**config.mk**
```make
export PLATFORM = sky130hd
export DESIGN_NAME = multichip_sync_receiver
export DESIGN_NICKNAME = d
export VERILOG_FILES = /design/src/core/mcsync_pkg.sv /design/src/core/sync_path_if.sv /design/src/core/sync_edge_detector.sv /design/src/core/sync_out_generator.sv /design/src/core/multichip_sync_receiver.sv
export VERILOG_INCLUDE_DIRS = /design/src /design/src/core
export SDC_FILE = /design/constraint.sdc
export NUM_CORES = 1
export LEC_CHECK = 0
export ABC_AREA = 1
export BUFFER_PORTS_ARGS = -buffer_cell sky130_fd_sc_hd__clkbuf_2
export CORE_MARGIN = 5
export CORE_UTILIZATION = 35
export CTS_CLUSTER_SIZE = 14
export DETAILED_ROUTE_END_ITERATION = 10
export PLACE_DENSITY = 0.55
export SYNTH_ARGS = -nofsm -noshare
export SYNTH_HDL_FRONTEND = slang
export SYNTH_SLANG_ARGS = --single-unit
export TNS_END_PERCENT = 100
```
**constraint.sdc**
```tcl
create_clock -name clk -period 1.5 [get_ports clk]
set_input_delay 0.15 -clock clk [delete_from_list [all_inputs] [get_ports clk]]
set_output_delay 0.15 -clock clk [all_outputs]
set_load 0.01 [all_outputs]
```
**src/core/mcsync_defines.svh**
```systemverilog
// Offsets, field positions, reset values and counts of the multichip sync receiver
`ifndef MCSYNC_DEFINES_SVH
`define MCSYNC_DEFINES_SVH

// ==========================================
// Register indices, byte address is index times four
`define CFG2_INDEX       6'h01
`define CAL_INDEX        6'h03
`define UCFG_INDEX       6'h1B
`define STAT_INDEX       6'h20

// ==========================================
// Field positions
`define CFG2_MUX_EN_BIT  8
`define CFG2_OUT_EN_BIT  9
`define CAL_EN_BIT       24
`define UCFG_IN_DLY_LSB  0
`define UCFG_OUT_DLY_LSB 3
`define UCFG_SYNC_EN_BIT 6
`define STAT_SEEN_BIT    2

// ==========================================
// Reset values
`define CFG2_RESET       2'h1
`define UCFG_RESET       7'h00
`define CLKGEN_PRESET    5'h00

// ==========================================
// Counts in system clock cycles, except CAL_SYNC_PULSES which counts sync pulses
`define SYNC_DIV         9'h180
`define SYNC_HIGH        9'h100
`define CLKGEN_LAST      5'h17
`define CAL_FIRST_CYCLES 8'h20
`define CAL_SYNC_PULSES  5'h10

`endif

```
**src/core/mcsync_pkg.sv**
```systemverilog
// Types shared by the multichip sync receiver files
package mcsync_pkg;

  typedef enum logic [1:0] {
    cal_idle,
    cal_first,
    cal_sync_wait,
    cal_finish
  } cal_state_type;

  typedef logic [2:0] delay_code_type;

endpackage : mcsync_pkg

```
**src/core/sync_path_if.sv**
```systemverilog
// Interface joining the sync core to its edge detector and sync generator
`timescale 1ns/10ps
interface sync_path_if;
  logic sync_pulse;
  logic sync_level;
  logic gen_enable;
  logic gen_out;

  modport detect (output sync_pulse, output sync_level);
  modport generate_side (input gen_enable, output gen_out);
  modport core (input sync_pulse, input sync_level, input gen_out, output gen_enable);
endinterface : sync_path_if

```
**src/core/sync_edge_detector.sv**
```systemverilog
// Sync input synchroniser and rising edge detector
`timescale 1ns/10ps
module sync_edge_detector (
  input  wire logic         clk,     // System clock
  input  wire logic         nrst,    // Synchronous reset, active low
  input  wire logic         sync_in, // Sync input pin
  sync_path_if.detect       link     // Pulse and level toward the core
);

  logic meta;
  logic stable;
  logic prev;
  logic pulse;

  // ==========================================
  // Two flops before any logic looks at the pin
  always_ff @(posedge clk)
  begin
    if (!nrst)
    begin
      meta   <= 1'b0;
      stable <= 1'b0;
    end
    else
    begin
      meta   <= sync_in;
      stable <= meta;
    end
  end

  // ==========================================
  // Low then high on two samples gives one pulse
  always_ff @(posedge clk)
  begin
    if (!nrst)
    begin
      prev  <= 1'b0;
      pulse <= 1'b0;
    end
    else
    begin
      prev  <= stable;
      pulse <= stable & ~prev;
    end
  end

  assign link.sync_pulse = pulse;
  assign link.sync_level = stable;

endmodule : sync_edge_detector

```
**src/core/sync_out_generator.sv**
```systemverilog
// Free running sync output generator for master mode
`timescale 1ns/10ps
`include "mcsync_defines.svh"
module sync_out_generator (
  input  wire logic         clk,  // System clock
  input  wire logic         nrst, // Synchronous reset, active low
  sync_path_if.generate_side link // Enable in, generated clock out
);

  logic [8:0] div_count;
  logic       out_reg;

  // ==========================================
  // Divider runs regardless of enable so phase never jumps
  always_ff @(posedge clk)
  begin
    if (!nrst)
      div_count <= 9'h000;
    else if (div_count == `SYNC_DIV - 9'h001)
      div_count <= 9'h000;
    else
      div_count <= div_count + 9'h001;
  end

  // High for two thirds of the period
  always_ff @(posedge clk)
  begin
    if (!nrst)
      out_reg <= 1'b0;
    else
      out_reg <= link.gen_enable & (div_count < `SYNC_HIGH);
  end

  assign link.gen_out = out_reg;

endmodule : sync_out_generator

```
**src/core/multichip_sync_receiver.sv**
```systemverilog
// Multichip sync receiver with clock generator preset and AXI4-Lite registers
// Behaviour
// When not master, the device can buffer the sync input out onto the sync output.
// A 3-bit sync input delay code sits in user configuration bits 2 to 0.
// Each rising edge of the sync input yields a sync pulse exactly one clock long.
// The pulse comes from sampling the sync input on the rising system clock edge.
// The clock generator is a counter on the system clock, loaded with a fixed state by each pulse.
// The preset state lasts one cycle, then the counter steps on as usual.
// The board feeds the master's own sync output back to its sync input like the slaves.
// The board gives every device edge aligned sync inputs and reference clocks.
// Both delay codes accept every value from 0 to 7.
// A 3-bit sync output delay code sits in user configuration bits 5 to 3.
// Sync runs only with user configuration bit 6 set, and calibration waits for it.
// As master, the sync output is the system clock divided by 384 at a 67% duty cycle.
// An edge counts only when two consecutive samples show low then high.
`timescale 1ns/10ps
`include "mcsync_defines.svh"
module multichip_sync_receiver (
  input  wire logic        clk,                 // System clock, 100 MHz
  input  wire logic        nrst,                // Synchronous reset, active low
  input  wire logic [7:0]  s_axi_awaddr,        // Write address
  input  wire logic        s_axi_awvalid,       // Write address valid
  output logic             s_axi_awready,       // Write address ready
  input  wire logic [31:0] s_axi_wdata,         // Write data
  input  wire logic [3:0]  s_axi_wstrb,         // Write byte strobes
  input  wire logic        s_axi_wvalid,        // Write data valid
  output logic             s_axi_wready,        // Write data ready
  output logic [1:0]       s_axi_bresp,         // Write response
  output logic             s_axi_bvalid,        // Write response valid
  input  wire logic        s_axi_bready,        // Write response ready
  input  wire logic [7:0]  s_axi_araddr,        // Read address
  input  wire logic        s_axi_arvalid,       // Read address valid
  output logic             s_axi_arready,       // Read address ready
  output logic [31:0]      s_axi_rdata,         // Read data
  output logic [1:0]       s_axi_rresp,         // Read response
  output logic             s_axi_rvalid,        // Read data valid
  input  wire logic        s_axi_rready,        // Read data ready
  input  wire logic        sync_in,             // Sync input pin
  output logic             sync_out,            // Sync output pin
  output logic [2:0]       sync_in_delay_code,  // To the input delay line
  output logic [2:0]       sync_out_delay_code, // To the output delay line
  output logic [4:0]       clkgen_state,        // Internal clock generator state
  output logic             sync_pulse           // Gated sync pulse
);

  sync_path_if link ();

  logic                  aw_full;
  logic [7:0]            aw_addr;
  logic                  w_full;
  logic [31:0]           w_data;
  logic [3:0]            w_strb;
  logic                  do_write;
  logic                  wr_hit;
  logic                  rd_hit;
  logic [31:0]           rd_word;
  logic [1:0]            cfg2;
  logic [6:0]            user_config_register;
  logic                  sync_enable;
  logic                  master_mode;
  logic                  gated_pulse;
  logic                  sync_seen;
  logic [7:0]            pulse_count;
  logic                  cal_done;
  logic                  cal_start;
  logic [7:0]            cal_count;
  logic [4:0]            cal_pulses;
  mcsync_pkg::cal_state_type cal_state;

  // ==========================================
  // Sub-blocks
  sync_edge_detector u_detect (
    .clk     (clk),
    .nrst    (nrst),
    .sync_in (sync_in),
    .link    (link.detect)
  );

  sync_out_generator u_gen (
    .clk  (clk),
    .nrst (nrst),
    .link (link.generate_side)
  );

  assign sync_enable = user_config_register[`UCFG_SYNC_EN_BIT];
  assign master_mode = cfg2[1] & cfg2[0];
  assign link.gen_enable = master_mode;
  assign gated_pulse = link.sync_pulse & sync_enable;

  // ==========================================
  // AXI write channel capture, address and data in either order
  assign s_axi_awready = ~aw_full;
  assign s_axi_wready  = ~w_full;
  assign do_write      = aw_full & w_full & ~s_axi_bvalid;

  always_ff @(posedge clk)
  begin
    if (!nrst)
    begin
      aw_full <= 1'b0;
      aw_addr <= 8'h00;
    end
    else if (s_axi_awvalid && !aw_full)
    begin
      aw_full <= 1'b1;
      aw_addr <= s_axi_awaddr;
    end
    else if (do_write)
      aw_full <= 1'b0;
  end

  always_ff @(posedge clk)
  begin
    if (!nrst)
    begin
      w_full <= 1'b0;
      w_data <= 32'h0000_0000;
      w_strb <= 4'h0;
    end
    else if (s_axi_wvalid && !w_full)
    begin
      w_full <= 1'b1;
      w_data <= s_axi_wdata;
      w_strb <= s_axi_wstrb;
    end
    else if (do_write)
      w_full <= 1'b0;
  end

  always_comb
  begin
    case (aw_addr[7:2])
      `CFG2_INDEX, `CAL_INDEX, `UCFG_INDEX, `STAT_INDEX: wr_hit = 1'b1;
      default:                                           wr_hit = 1'b0;
    endcase
  end

  always_ff @(posedge clk)
  begin
    if (!nrst)
    begin
      s_axi_bvalid <= 1'b0;
      s_axi_bresp  <= 2'h0;
    end
    else if (do_write)
    begin
      s_axi_bvalid <= 1'b1;
      s_axi_bresp  <= wr_hit ? 2'h0 : 2'h2;
    end
    else if (s_axi_bready)
      s_axi_bvalid <= 1'b0;
  end

  // ==========================================
  // Configuration registers
  always_ff @(posedge clk)
  begin
    if (!nrst)
      cfg2 <= `CFG2_RESET;
    else if (do_write && aw_addr[7:2] == `CFG2_INDEX && w_strb[1])
      cfg2 <= w_data[`CFG2_OUT_EN_BIT:`CFG2_MUX_EN_BIT];
  end

  // All eight codes are legal, no clipping
  always_ff @(posedge clk)
  begin
    if (!nrst)
      user_config_register <= `UCFG_RESET;
    else if (do_write && aw_addr[7:2] == `UCFG_INDEX && w_strb[0])
      user_config_register <= w_data[6:0];
  end

  assign sync_in_delay_code  = user_config_register[`UCFG_IN_DLY_LSB +: 3];
  assign sync_out_delay_code = user_config_register[`UCFG_OUT_DLY_LSB +: 3];

  // Sticky, a new pulse beats a clear in the same cycle
  always_ff @(posedge clk)
  begin
    if (!nrst)
      sync_seen <= 1'b0;
    else if (gated_pulse)
      sync_seen <= 1'b1;
    else if (do_write && aw_addr[7:2] == `STAT_INDEX && w_strb[0] && w_data[`STAT_SEEN_BIT])
      sync_seen <= 1'b0;
  end

  always_ff @(posedge clk)
  begin
    if (!nrst)
      pulse_count <= 8'h00;
    else if (gated_pulse)
      pulse_count <= pulse_count + 8'h01;
  end

  // ==========================================
  // AXI read channel
  always_comb
  begin
    rd_word = 32'h0000_0000;
    rd_hit  = 1'b1;
    case (s_axi_araddr[7:2])
      `CFG2_INDEX: rd_word[`CFG2_OUT_EN_BIT:`CFG2_MUX_EN_BIT] = cfg2;
      `CAL_INDEX:  rd_word[`CAL_EN_BIT] = (cal_state != mcsync_pkg::cal_idle);
      `UCFG_INDEX: rd_word[6:0] = user_config_register;
      `STAT_INDEX: rd_word = {8'h00, pulse_count, 3'h0, clkgen_state, 5'h00, sync_seen,
                              (cal_state != mcsync_pkg::cal_idle), cal_done};
      default:     rd_hit = 1'b0;
    endcase
  end

  assign s_axi_arready = ~s_axi_rvalid;

  always_ff @(posedge clk)
  begin
    if (!nrst)
    begin
      s_axi_rvalid <= 1'b0;
      s_axi_rdata  <= 32'h0000_0000;
      s_axi_rresp  <= 2'h0;
    end
    else if (s_axi_arvalid && !s_axi_rvalid)
    begin
      s_axi_rvalid <= 1'b1;
      s_axi_rdata  <= rd_word;
      s_axi_rresp  <= rd_hit ? 2'h0 : 2'h2;
    end
    else if (s_axi_rready)
      s_axi_rvalid <= 1'b0;
  end

  // ==========================================
  // Calibration sequence, pauses for sync when enabled
  assign cal_start = do_write && aw_addr[7:2] == `CAL_INDEX && w_strb[3] && w_data[`CAL_EN_BIT];

  always_ff @(posedge clk)
  begin
    if (!nrst)
    begin
      cal_state  <= mcsync_pkg::cal_idle;
      cal_count  <= 8'h00;
      cal_pulses <= 5'h00;
    end
    else
    begin
      case (cal_state)
        mcsync_pkg::cal_idle:
          if (cal_start)
          begin
            cal_state <= mcsync_pkg::cal_first;
            cal_count <= `CAL_FIRST_CYCLES;
          end
        mcsync_pkg::cal_first:
          if (cal_count != 8'h00)
            cal_count <= cal_count - 8'h01;
          else if (sync_enable)
          begin
            cal_state  <= mcsync_pkg::cal_sync_wait;
            cal_pulses <= 5'h00;
          end
          else
            cal_state <= mcsync_pkg::cal_finish;
        // Without a sync signal this never leaves, as the hardware does
        mcsync_pkg::cal_sync_wait:
          if (cal_pulses == `CAL_SYNC_PULSES)
            cal_state <= mcsync_pkg::cal_finish;
          else if (gated_pulse)
            cal_pulses <= cal_pulses + 5'h01;
        mcsync_pkg::cal_finish:
          cal_state <= mcsync_pkg::cal_idle;
        default:
          cal_state <= mcsync_pkg::cal_idle;
      endcase
    end
  end

  always_ff @(posedge clk)
  begin
    if (!nrst)
      cal_done <= 1'b0;
    else if (cal_state == mcsync_pkg::cal_finish)
      cal_done <= 1'b1;
    else if (cal_start)
      cal_done <= 1'b0;
  end

  // ==========================================
  // Internal clock generator, preset by the sync pulse
  always_ff @(posedge clk)
  begin
    if (!nrst)
      clkgen_state <= `CLKGEN_PRESET;
    else if (gated_pulse)
      clkgen_state <= `CLKGEN_PRESET;
    else if (clkgen_state == `CLKGEN_LAST)
      clkgen_state <= 5'h00;
    else
      clkgen_state <= clkgen_state + 5'h01;
  end

  assign sync_pulse = gated_pulse;

  // ==========================================
  // Sync output select; slaves pass the input through while cfg2[1] is clear, else drive low
  always_ff @(posedge clk)
  begin
    if (!nrst)
      sync_out <= 1'b0;
    else if (master_mode)
      sync_out <= link.gen_out;
    else if (!cfg2[1])
      sync_out <= link.sync_level;
    else
      sync_out <= 1'b0;
  end

endmodule : multichip_sync_receiver

```
# Word level (Yosys, flattened, before mapping)
# Index checks and enable logic that the tools add are counted.
# totals
register_bits,123
latchBits,0
mem_bits_rw,0
rom_bits,0
out_inout_bits,54
word_cells,133
n_memories,0
# classes
addsub,5
mul,0
div,0
n_lt_le_gt_ge,1
n_eq_ne,21
n_shift,0
n_mux,34
bitwise,12
reduce_logical,34
# op_table
operator,count
2-to-1 mux 5 bit,4
nonzero test 2 bit,9
2-to-1 mux 1 bit,17
2-to-1 mux 8 bit,2
case mux 8 bit (2 select lines),1
2-to-1 mux 14 bit,1
"!= test 2 bit, second input constant",7
case mux 7 bit (2 select lines),1
logical AND 1 bit,13
"equality test 6 x 1 -> 1 bit, second input constant",2
"equality test 6 x 2 -> 1 bit, second input constant",2
"equality test 6 x 5 -> 1 bit, second input constant",2
"equality test 6 bit, second input constant",2
"adder 5 x 1 -> 5 bit, second input constant",2
"equality test 5 bit, second input constant",2
2-to-1 mux 2 bit,5
case mux 5 bit (2 select lines),1
"adder 9 x 1 -> 9 bit, second input constant",1
"equality test 9 bit, second input constant",1
"less-than comparator 9 bit, second input constant",1
"adder 8 x 1 -> 8 bit, second input constant",1
case mux 2 bit (4 select lines),1
nonzero test 8 bit,1
OR reduction 4 bit,2
12 further kinds,26

# Logic depth before layout (Yosys ltp)
# Gate-level depths: netlist of the first run.
# logic_depth
depth_word,7
depth_mapped,11
depth_no_buf,11

# By module
# From an unflattened synthesis of the first run, not the netlist that was laid out.
# hier_totals
hier_cells,627
hier_area_um2,4581.9
# by_module_without_submodules
mod,instances,cells_each,area_per_inst_um2,seq_area_each_um2
multichip_sync_receiver,1,557,4023.9,1721.7
sync_out_generator,1,59,449.2,200.2
sync_edge_detector,1,11,108.9,80.1

# Worst setup path after synthesis of the first run
# Ideal clock, no wire load.
# synth_path
path_kind,reg-to-reg
from,register cal_state[1]
to,register cal_pulses[0]
setup_time_ns,0.114
t_arrival_ns,1.379
t_required_ns,1.386
slack_ns,0.007
stages_incl_launch_ff,11
path_buffers,0
path_cell_list,dfxtp_1 -> inv_1 -> ha_1 -> inv_2 -> or2_4 -> nand2_4 -> nand2_4 -> nand3_4 -> nand2_1 -> nand2_1 -> nor2_1
# synth_between
elab_chain_len,3
elab_cells_between_ends,9
cone_classes,6 x eq/ne; 1 x mux; 2 x reduce/logical
# synth_rtl
element,line_no,source
"start, declared",multichip_sync_receiver.sv:68,mcsync_pkg::cal_state_type cal_state;
"start signal, assigned",multichip_sync_receiver.sv:239,cal_state <= mcsync_pkg::cal_idle;
"start signal, assigned",multichip_sync_receiver.sv:249,cal_state <= mcsync_pkg::cal_first;
"start signal, assigned",multichip_sync_receiver.sv:257,cal_state <= mcsync_pkg::cal_sync_wait;
equality test 2 bit or equality test 2 x 1 -> 1 bit (tied branches),multichip_sync_receiver.sv:245,case (cal_state)
!= test 2 bit (no source line) or nonzero test 2 bit (tied branches),n/a,
AND reduction 5 bit (no source line),n/a,
"end signal, assigned",multichip_sync_receiver.sv:267,cal_pulses <= cal_pulses + 5'h01;
"end, declared",multichip_sync_receiver.sv:67,logic [4:0] cal_pulses;
# Parallel ways exist; a longest one is shown, timed or not.
# A chain may end at the register's enable or synchronous reset.

# Worst setup path after layout of the first run
# layout_path
from,register cal_count[1]
to,register cal_state[1]
# layout_between
elab_chain_len,3
# layout_rtl
element,line_no,source
"start, declared",multichip_sync_receiver.sv:66,logic [7:0] cal_count;
"start signal, assigned",multichip_sync_receiver.sv:250,cal_count <= `CAL_FIRST_CYCLES;
"start signal, assigned",multichip_sync_receiver.sv:254,cal_count <= cal_count - 8'h01;
nonzero test 8 bit,multichip_sync_receiver.sv:253,if (cal_count != 8'h00)
!= test 2 bit (no source line),n/a,
AND reduction 3 bit (no source line),n/a,
"end signal, assigned",multichip_sync_receiver.sv:249,
"end signal, assigned",multichip_sync_receiver.sv:257,
"end signal, assigned",multichip_sync_receiver.sv:261,cal_state <= mcsync_pkg::cal_finish;
# No other way between the ends.

==> qor.txt, run 1 <==
status: finished, final reports clean
placed cell areas: 0.00505 sq mm
CP Data Required Time: 1740 ps
# IOs: 114
first-pass GRT wire length: 16.2 mm
distinct cell type count after synthesis: 36
Tcrit/Tclk final: 93.2%
DRT iter0 DRCs: 210
crit path max fanout: 4
residual DRC count: 0
Multi-input gate area: 0.00209 sq mm
Tmin final: 1400 ps
Post-synth EDFFs: 0
Clk pin slew, worst setup/hold paths: 70 ps
Clock Tree Root: clkbuf_16
H-tree levels: 3
post-synthesis sequential area ratio: 44.5%
placed insts: 848
Routed Antenna Nets: 0
CTS tree: done
Layout Utilization: 43.7%
Synth area leaders: dfxtp_1 44%, nor2_1 8.6%, nand2_1 7.9%
vias in the first global route: 3486
initial core utilization: 35.7%
prevailing post-synth register cell: dfxtp_1
synthesized flop and latch total: 100
Clock Latency Late Sink: 350 ps
CTS buffer count: 9
crit path kind: register to register
Critical Path Source Type: register
gr ovfl total: 0
syn_area_per_cell: 7.36 sq um
Final Hold Fails: 0
layout cells sized above 1: 21.4%
cell area after synthesis: 0.00450 sq mm
pin count of the biggest net entering global routing: 61
Synth area leader: dfxtp_1
static leakage: 0.00254 uW
CORE AREA: 0.0126 sq mm
initial antenna violation count: 0
Register Area: 0.00201 sq mm
DIE HEIGHT: 123 um
Synth warnings: 0
max_cap viols: 0
Layout Skew: 6.12 ps
Pins Over Slew Limit: 0
Die ar.: 0.0152 sq mm
port bufs: 73
Final HPWL DP: 7.53 mm
via/cell ratio: 4.46
Peak supply drop: 0.712 mV
Worst Path Arrival: 1630 ps
reg-to-reg slack, setup: 100 ps
worst-case clock buffer depth: 2
pwr dens: 1470 mW/mm^2
Filler cells: 1317
Hold Path Stages: 3
min-delay worst type: input port to register
drt first pass iters: 4
Post-synth top cells: 103 x nor2_1, 100 x dfxtp_1, 95 x nand2_1, 74 x inv_1, 56 x o21ai_0
asr flop ratio synth: 0%
Post-Syn Instances: 612
Critical Path End Type: register
final cell count without fillers: 874
final setup fails: 0
Antenna diodes: 0
DR WL/cell: 11.7 um
final instance area: 0.00551 sq mm
WL final: 10.2 mm
Total GRT Usage: 13.4%
Fmax: 715 MHz
worst reg2reg path depth: 8
Die Span X: 123 um
final net count: 768
CTS sink cnt: 100
most common cell in the netlist: nor2_1
vias after detailed routing: 3900
Rows: 41
RePlAce Congestion: 0.795
area delta synth->final: 22.4%
top cell type's share of synthesized area: 44.5%
state kept, by name, summed over array words and instances, names as in the netlist, 2 cells and up:
name / count
aw_addr: 6
u_gen.div_count: 9
w_strb: 3
user_config_register: 7
cal_count: 8
cfg2: 2
pulse_count: 8
cal_state: 2
clkgen_state: 5
cal_pulses: 5
s_axi_rdata: 21
w_data: 10
cells by family (layout without fill, tap and decap cells):
logic type,count (synthesis),count (layout),share of synthesized area [%]
and+or+nand+nor,255,256,24.7
AOI/OAI and AO/OA,121,121,14.2
buffers and inverters,113,190,11.4
DFF,100,100,44.5
adders and majority gates,11,11,3.06
xor gates and xnor gates,11,11,2.14
other,1,13,0.0833
final timing paths:
| check | from | to |
|---|---|---|
| max reg2reg | cal_count[1] | cal_state[1] |
| min reg2reg | u_detect.prev | u_detect.link.sync_pulse |
| max | cal_count[1] | cal_state[1] |
| min | s_axi_awaddr[6] | aw_addr[6] |
layout make-up:
| cell class | instances | area share, % |
|---|---|---|
| clock buffer | 10 | 4.15 |
| clock inverter | 6 | 1.29 |
| inverter | 76 | 5.24 |
| multi-input combinational | 412 | 38.0 |
| sequential | 100 | 36.5 |
| tap | 172 | 3.90 |
| timing repair buffer | 97 | 10.8 |
| timing repair inverter | 1 | 0.136 |
placed cells by master (no fill, tap or decap), types with 9 or more instances in the layout:
| cell type | instances |
|---|---|
| nor2_1 | 99 |
| dfxtp_1 | 96 |
| nand2_1 | 94 |
| clkbuf_2 | 73 |
| inv_1 | 71 |
| o21ai_0 | 56 |
| a21oi_1 | 52 |
| nand3_1 | 26 |
| buf_4 | 19 |
| conb_1 | 13 |
| ha_1 | 9 |
| clkbuf_16 | 9 |
critical path, stage by stage (launching register included):
cell and delay, ps:
dfxtp_1 360, inv_1 70, ha_1 180, nand2_1 120
nor2_1 60, nor2_1 210, nor2_4 70, a21oi_1 150
nor2_1 60
what timing repair did:
action,4_1_cts,5_1_grt
hold endpoints to repair,1,0
cloned,0,2
setup buffers,0,7
gates resized for setup,1,20
endpoints found under the setup margin,4,28
hold buffers,1,0
pin swaps,0,7
per-layer routing:
layer / up-vias / routed length [um] / GRT usage [%] / share of wire [%]
met5: - / 0 / 0 / 0
met4: 0 / 80 / 3.11 / 0.78
met3: 7 / 499 / 4.85 / 4.9
met2: 60 / 4780 / 21.2 / 47
met1: 1750 / 4850 / 17.5 / 48
li1: 2083 / - / - / -
report_power, final:
part,total [uW],switching [uW],internal (uW)
logic,2610,1530,1090
registers,3120,195,2920
clock network,2360,1040,1310
total,8090,2770,5320
through the flow:
| step | hold slack, ps | setup TNS, ps | setup slack, ps | total power, uW |
|---|---|---|---|---|
| floorplan | 248 | 0 | 6.96 | 4890 |
| global route | 39.4 | -22.4 | -15.5 | 8640 |
| global placement | 334 | 0 | 35.7 | 5330 |
| finish | 21.6 | 0 | 102 | 8090 |
| detailed placement | 340 | -51.1 | -26.0 | 5400 |
| CTS | 13.5 | 0 | 4.44 | 7780 |
No activity file was read; power rests on OpenSTA's default activity.
==> run 2: changes to the inputs <==
--- a/config.mk
+++ b/config.mk
@@ -12,7 +12,7 @@
 export CORE_UTILIZATION = 35
 export CTS_CLUSTER_SIZE = 14
 export DETAILED_ROUTE_END_ITERATION = 10
-export PLACE_DENSITY = 0.55
+export PLACE_DENSITY = 0.53
 export SYNTH_ARGS = -nofsm -noshare
 export SYNTH_HDL_FRONTEND = slang
 export SYNTH_SLANG_ARGS = --single-unit
==> constraint.sdc (replaced) <==
create_clock -name clk -period 1.7 [get_ports clk]
set_input_delay 0.17 -clock clk [delete_from_list [all_inputs] [get_ports clk]]
set_output_delay 0.17 -clock clk [all_outputs]
set_load 0.01 [all_outputs]
==> run 2 against run 1 <==
Sequential power shrank 12%. Non-clock buffer count fell by 14. Final area is 3.9% lower. Wire length down 4.0%. Via count shrank 2.0%. Hold slack gained 29 ps. Critical path depth is 2 higher. Maximum frequency down 6.1%. First-iteration DRC count fell by 33%. Core utilization decreased by 1.7 points. Clock power fell by 10%. Register-to-register slack gained 110 ps. Critical path type unchanged. Largest cell class unchanged. Highest routed layer unchanged.
==> qor.txt, run 2 (synthesis results as in run 1) <==
Rows: 41 (unchanged)
placed cell areas: 0.00497 sq mm (-1.5%)
# IOs: 114 (unchanged)
Clock Latency Late Sink: 340 ps (about the same)
WP buf/inv: 2 (+1)
placed insts: 841 (-0.83%)
CP Data Required Time: 1940 ps (+200 ps)
initial antenna violation count: 0 (unchanged)
Tmin final: 1490 ps (+91.5 ps)
commonest non-fill, non-tap cell in the layout: nor2_1
RePlAce Congestion: 0.759 (-4.4%)
Layout Skew: 4.28 ps (-1.84 ps)
Hold Path Stages: 3 (unchanged)
Total GRT Usage: 13.4% (+0.039 points)
final setup fails: 0 (unchanged)
register name with the most flops: s_axi_rdata
gr ovfl total: 0 (unchanged)
Fmax: 672 MHz (-6.1%)
reg-to-reg slack, setup: 210 ps (+110 ps)
largest registers: s_axi_rdata: 21 flops, w_data: 10 flops, u_gen.div_count: 9 flops
WL final: 9.80 mm (-4.0%)
register share of total power: 40.5% (+2.0 points)
worst-case clock buffer depth: 2 (unchanged)
residual DRC count: 0 (unchanged)
Pins Over Slew Limit: 0 (unchanged)
Clock Tree Root: clkbuf_16
Antenna diodes: 0 (unchanged)
final instance area: 0.00530 sq mm (-3.9%)
cell chain of the critical path: inv_1 > ha_1 > inv_2 > or2_4 > nand2_4 > nand2_4 > nand3_4 > nand2_1 > nand2_1 > nor2_1
delay-heaviest family, CP: simple AND/OR/NAND/NOR gates
Critical Path Source Type: register
Critical Path End Type: register
CTS sink cnt: 100 (unchanged)
area delta synth->final: 17.7%
critical path's slowest cell: dfxtp_2
reg-to-reg endpoint: cal_pulses[1]
static leakage: 0.00246 uW (-3.5%)
hold_sp: s_axi_awaddr[7]
RSZ-0062 raised after global routing: no
Int Power: 4530 uW (-15%)
Logic pwr share: 28.3% (-4.0 points)
CTS buffer count: 9 (unchanged)
min-delay worst type: input port to register
Final Hold Fails: 0 (unchanged)
Routed Antenna Nets: 0 (unchanged)
vias after detailed routing: 3823 (-2.0%)
worst r2r src: cal_state[1]
Die ar.: 0.0152 sq mm (unchanged)
drt first pass iters: 4 (unchanged)
CORE AREA: 0.0126 sq mm (unchanged)
most frequent cells in the layout: 102 x nor2_1, 98 x dfxtp_1, 95 x nand2_1
vias in the first global route: 3511 (+0.72%)
CTS tree: done
status: finished, final reports clean
critical path depth in cells: 10 (+2)
Filler cells: 1352 (+2.7%)
pin count of the biggest net entering global routing: 40 (-34%)
worst-margin pin slew: 528 ps
crit path max fanout: 9 (+5)
layout cells sized above 1: 18.1% (-3.3 points)
worst rel slew slack: 64.7%
first-pass GRT wire length: 16.4 mm (+0.89%)
Clk pin slew, worst setup/hold paths: 70 ps (about the same)
max reg flops: 21 (unchanged)
switching pwr: 2250 uW (-19%)
Largest stage delay, worst path: 340 ps (-20 ps)
end of the worst hold path: aw_addr[7]
Peak supply drop: 0.417 mV (-41%)
final net count: 752 (-2.1%)
DR WL/cell: 11.4 um (-2.1%)
Worst Path Arrival: 1720 ps (+90 ps)
worst reg2reg path depth: 10 (+2)
H-tree levels: 3 (unchanged)
sw frac: 33.2% (-1.0 points)
final cell count without fillers: 857 (-1.9%)
pwr dens: 1280 mW/mm^2 (-13%)
setup_tns: 0 ps (unchanged)
Tcrit/Tclk final: 87.6% (-5.6 points)
Clock power frac: 31.3% (+2.1 points)
max_cap viols: 0 (unchanged)
DIE HEIGHT: 123 um (unchanged)
port bufs: 73 (unchanged)
DRT iter0 DRCs: 140 (-33%)
Die Span X: 123 um (unchanged)
via/cell ratio: 4.46 (about the same)
crit path kind: register to register
initial core utilization: 35.7% (unchanged)
Final HPWL DP: 7.30 mm (-3.1%)
run 2: worst max path at each step:
stage	start	endpoint	slack, ps
4_1_cts	cal_state[0]	cal_pulses[0]	70
3_3_place_gp	cal_state[0]	cal_pulses[1]	150
2_1_floorplan	cal_state[1]	cal_pulses[0]	210
5_1_grt	cal_count[0]	cal_count[2]	40
6_report	cal_state[1]	cal_pulses[1]	210
3_5_place_dp	cal_state[0]	cal_pulses[0]	80
run 2: power by group through the flow:
stage                     Sequential, uW  Clock [uW]  Combinational (uW)
after CTS                           2740        2180                1920
after global placement              2780           0                1860
after floorplan                     2770           0                1540
after detailed placement            2790           0                1910
final                               2740        2120                1920
after global routing                2780        2260                2220
run 2: stage by stage:
stage	power [uW]	util (%)	hold WS, ps	setup slack (ps)
2_1_floorplan	4310	-	268	207
3_3_place_gp	4650	39.4	354	152
3_5_place_dp	4700	39.4	356	77.7
4_1_cts	6840	41.9	40.1	74.0
5_1_grt	7250	42.0	62.9	35.3
6_report	6780	42.0	50.2	211
run 2: timing repair:
action                                  4_1_cts  5_1_grt
buffers inserted                              0        0
hold buffers                                  1        0
endpoints found under the setup margin        0        4
resized for setup                             0        4
hold endpoints to repair                      1        0
run 2: final cells by class:
cell class / count / area, sq um / share of cell area, %
Multi-Input combinational cell: 411 / 2040 / 38.5
Sequential cell: 100 / 2000 / 37.8
Timing Repair Buffer: 83 / 443 / 8.36
Inverter: 76 / 285 / 5.38
Clock buffer: 12 / 267 / 5.03
Tap cell: 172 / 215 / 4.06
Clock inverter: 3 / 45.0 / 0.850
run 2: worst register-to-register path, stage by stage (launching register included):
cell     delay (ps)
dfxtp_2         340
inv_1            90
ha_1            180
inv_2            90
or2_4           250
nand2_4          60
nand2_4          50
nand3_4         150
nand2_1          70
nand2_1          60
nor2_1           40
run 2: layer usage:
metal,share of wire (%),wire (um),GRT usage [%],vias up
met4,1.2,121,5.81,0
met1,50,4900,18.3,1697
met5,0,0,0,-
li1,-,-,-,2057
met3,3.7,358,2.56,10
met2,45,4430,20.7,59
==> run 3: changes to the inputs <==
--- a/config.mk
+++ b/config.mk
@@ -7,7 +7,7 @@
 export NUM_CORES = 1
 export LEC_CHECK = 0
 export ABC_AREA = 1
-export BUFFER_PORTS_ARGS = -buffer_cell sky130_fd_sc_hd__clkbuf_2
+export BUFFER_PORTS_ARGS = -buffer_cell sky130_fd_sc_hd__buf_2
 export CORE_MARGIN = 5
 export CORE_UTILIZATION = 35
 export CTS_CLUSTER_SIZE = 14
==> run 3 against run 2 <==
Non-clock buffer count is the same. Clock power fell by 2%. Core utilization barely moved. Critical path depth shrank 2. Register-to-register slack got worse by 40 ps.
==> qor.txt, run 3 (synthesis results as in run 1) <==
worst-case clock buffer depth: 2 (unchanged)
Critical Path End Type: register
Tcrit/Tclk final: 89.9% (+2.3 points)
hold_sp: s_axi_awaddr[7]
vias after detailed routing: 3827 (+0.10%)
pwr dens: 1270 mW/mm^2 (-0.96%)
crit path kind: register to register
Post-CTS Setup Bufs: 0 (unchanged)
DIE HEIGHT: 123 um (unchanged)
reg-to-reg endpoint: cal_pulses[0]
# IOs: 114 (unchanged)
CORE AREA: 0.0126 sq mm (unchanged)
Final HPWL DP: 7.24 mm (-0.79%)
status: finished, final reports clean
Die Span X: 123 um (unchanged)
Peak supply drop: 0.523 mV (+25%)
sw frac: 32.6% (-0.60 points)
final cell count without fillers: 857 (unchanged)
H-tree levels: 3 (unchanged)
drt first pass iters: 4 (unchanged)
Routed Antenna Nets: 0 (unchanged)
max_cap viols: 0 (unchanged)
end of the worst hold path: aw_addr[7]
via/cell ratio: 4.47 (+0.10%)
Total GRT Usage: 13.3% (-0.17 points)
final worst slack: 172 ps (-38.8 ps)
worst r2r src: cal_state[0]
Worst Path Arrival: 1760 ps (+40 ps)
DRT iter0 DRCs: 154 (+10%)
Final Hold Fails: 0 (unchanged)
min-delay worst type: input port to register
area delta synth->final: 17.7% (about the same)
Die ar.: 0.0152 sq mm (unchanged)
commonest non-fill, non-tap cell in the layout: nor2_1
residual DRC count: 0 (unchanged)
worst-margin pin slew: 539 ps (+10.5 ps)
placed cell areas: 0.00498 sq mm (+0.25%)
register name with the most flops: s_axi_rdata
Pins Over Slew Limit: 0 (unchanged)
vias in the first global route: 3564 (+1.5%)
Rows: 41 (unchanged)
switching pwr: 2190 uW (-2.8%)
Fmax: 654 MHz (-2.5%)
DR WL/cell: 11.4 um (-0.78%)
CTS sink cnt: 100 (unchanged)
Clock Latency Late Sink: 340 ps (about the same)
worst reg2reg path depth: 8 (-2)
port bufs: 73 (unchanged)
Hold Path Stages: 3 (unchanged)
Clock power frac: 31.0% (-0.3 points)
Antenna diodes: 0 (unchanged)
CP Data Required Time: 1940 ps (about the same)
register share of total power: 40.7% (+0.2 points)
Critical Path Source Type: register
Tmin final: 1530 ps (+38.8 ps)
worst rel slew slack: 64.0% (-0.70 points)
largest registers: s_axi_rdata: 21 flops, w_data: 10 flops, u_gen.div_count: 9 flops
Int Power: 4520 uW (about the same)
Post-Place Setup Slack: 110 ps (+32.2 ps)
origin of the worst setup path: cal_state[0]
layout cells sized above 1: 17.4% (-0.73 points)
WL final: 9.73 mm (-0.78%)
Logic pwr share: 28.2% (about the same)
initial antenna violation count: 0 (unchanged)
gr ovfl total: 0 (unchanged)
Layout Skew: 5.74 ps (+1.46 ps)
setup_tns: 0 ps (unchanged)
RePlAce Congestion: 0.768 (+1.1%)
Clock Tree Root: clkbuf_16
Clk pin slew, worst setup/hold paths: 70 ps (about the same)
reg-to-reg slack, setup: 170 ps (-40 ps)
crit path max fanout: 9 (unchanged)
max reg flops: 21 (unchanged)
CTS tree: done
static leakage: 0.00248 uW (+0.97%)
placed insts: 841 (unchanged)
final setup fails: 0 (unchanged)
RSZ-0062 raised after global routing: no
initial core utilization: 35.7% (unchanged)
CTS buffer count: 9 (unchanged)
most frequent cells in the layout: 102 x nor2_1, 100 x dfxtp_1, 95 x nand2_1
final net count: 752 (unchanged)
first-pass GRT wire length: 16.1 mm (-1.4%)
final instance area: 0.00530 sq mm (about the same)
pin count of the biggest net entering global routing: 38 (-5.0%)
run 3: how the worst max path moves through the flow:
stage / end / slack (ps)
after global routing: cal_pulses[0] / 2
final: cal_pulses[0] / 170
after CTS: cal_pulses[0] / 100
after detailed placement: cal_pulses[0] / 110
after global placement: cal_pulses[1] / 150
after floorplan: cal_pulses[0] / 210
run 3: final cells by class:
type	instances	area, sq um
fillers	1342	7320
multi-input cells	411	2040
flip-flops and latches	100	2000
repair buffers	83	455
inverters	76	285
clock buffers	14	274
well taps	172	215
clock inverters	1	30.0
run 3: layer usage:
layer	share of wire [%]	track usage (%)	routed length, um
met5	0	0	0
met4	2.0	5.74	191
met3	4.5	3.16	437
met2	44	20.6	4280
met1	49	17.6	4810
run 3: power groups by stage:
| stage | sequential (uW) | clock [uW] | combinational [uW] |
|---|---|---|---|
| floorplan | 2770 | 0 | 1540 |
| global placement | 2780 | 0 | 1870 |
| detailed placement | 2790 | 0 | 1910 |
| CTS | 2730 | 2150 | 1920 |
| global route | 2770 | 2240 | 2200 |
| finish | 2740 | 2080 | 1900 |
run 3: per-stage QoR:
| step | total power (uW) | hold WS [ps] | util [%] |
|---|---|---|---|
| 2_1_floorplan | 4310 | 268 | - |
| 3_3_place_gp | 4650 | 353 | 39.5 |
| 3_5_place_dp | 4700 | 355 | 39.5 |
| 4_1_cts | 6800 | 42.4 | 42.0 |
| 5_1_grt | 7210 | 55.1 | 42.0 |
| 6_report | 6710 | 57.8 | 42.0 |
run 3: worst max-delay path, stage by stage, from the launching register on:
cell and delay, ps:
dfxtp_1 410, inv_1 100, ha_1 250, inv_2 120, nand2_1 60, nand2_1 120, nand3_4 150, a21oi_1 160
nor2_1 50
run 3: what timing repair did:
item,in CTS,in global routing
hold buffers,1,0
setup endpoints to repair,0,4
hold endpoints to repair,1,0
gates resized for setup,0,1
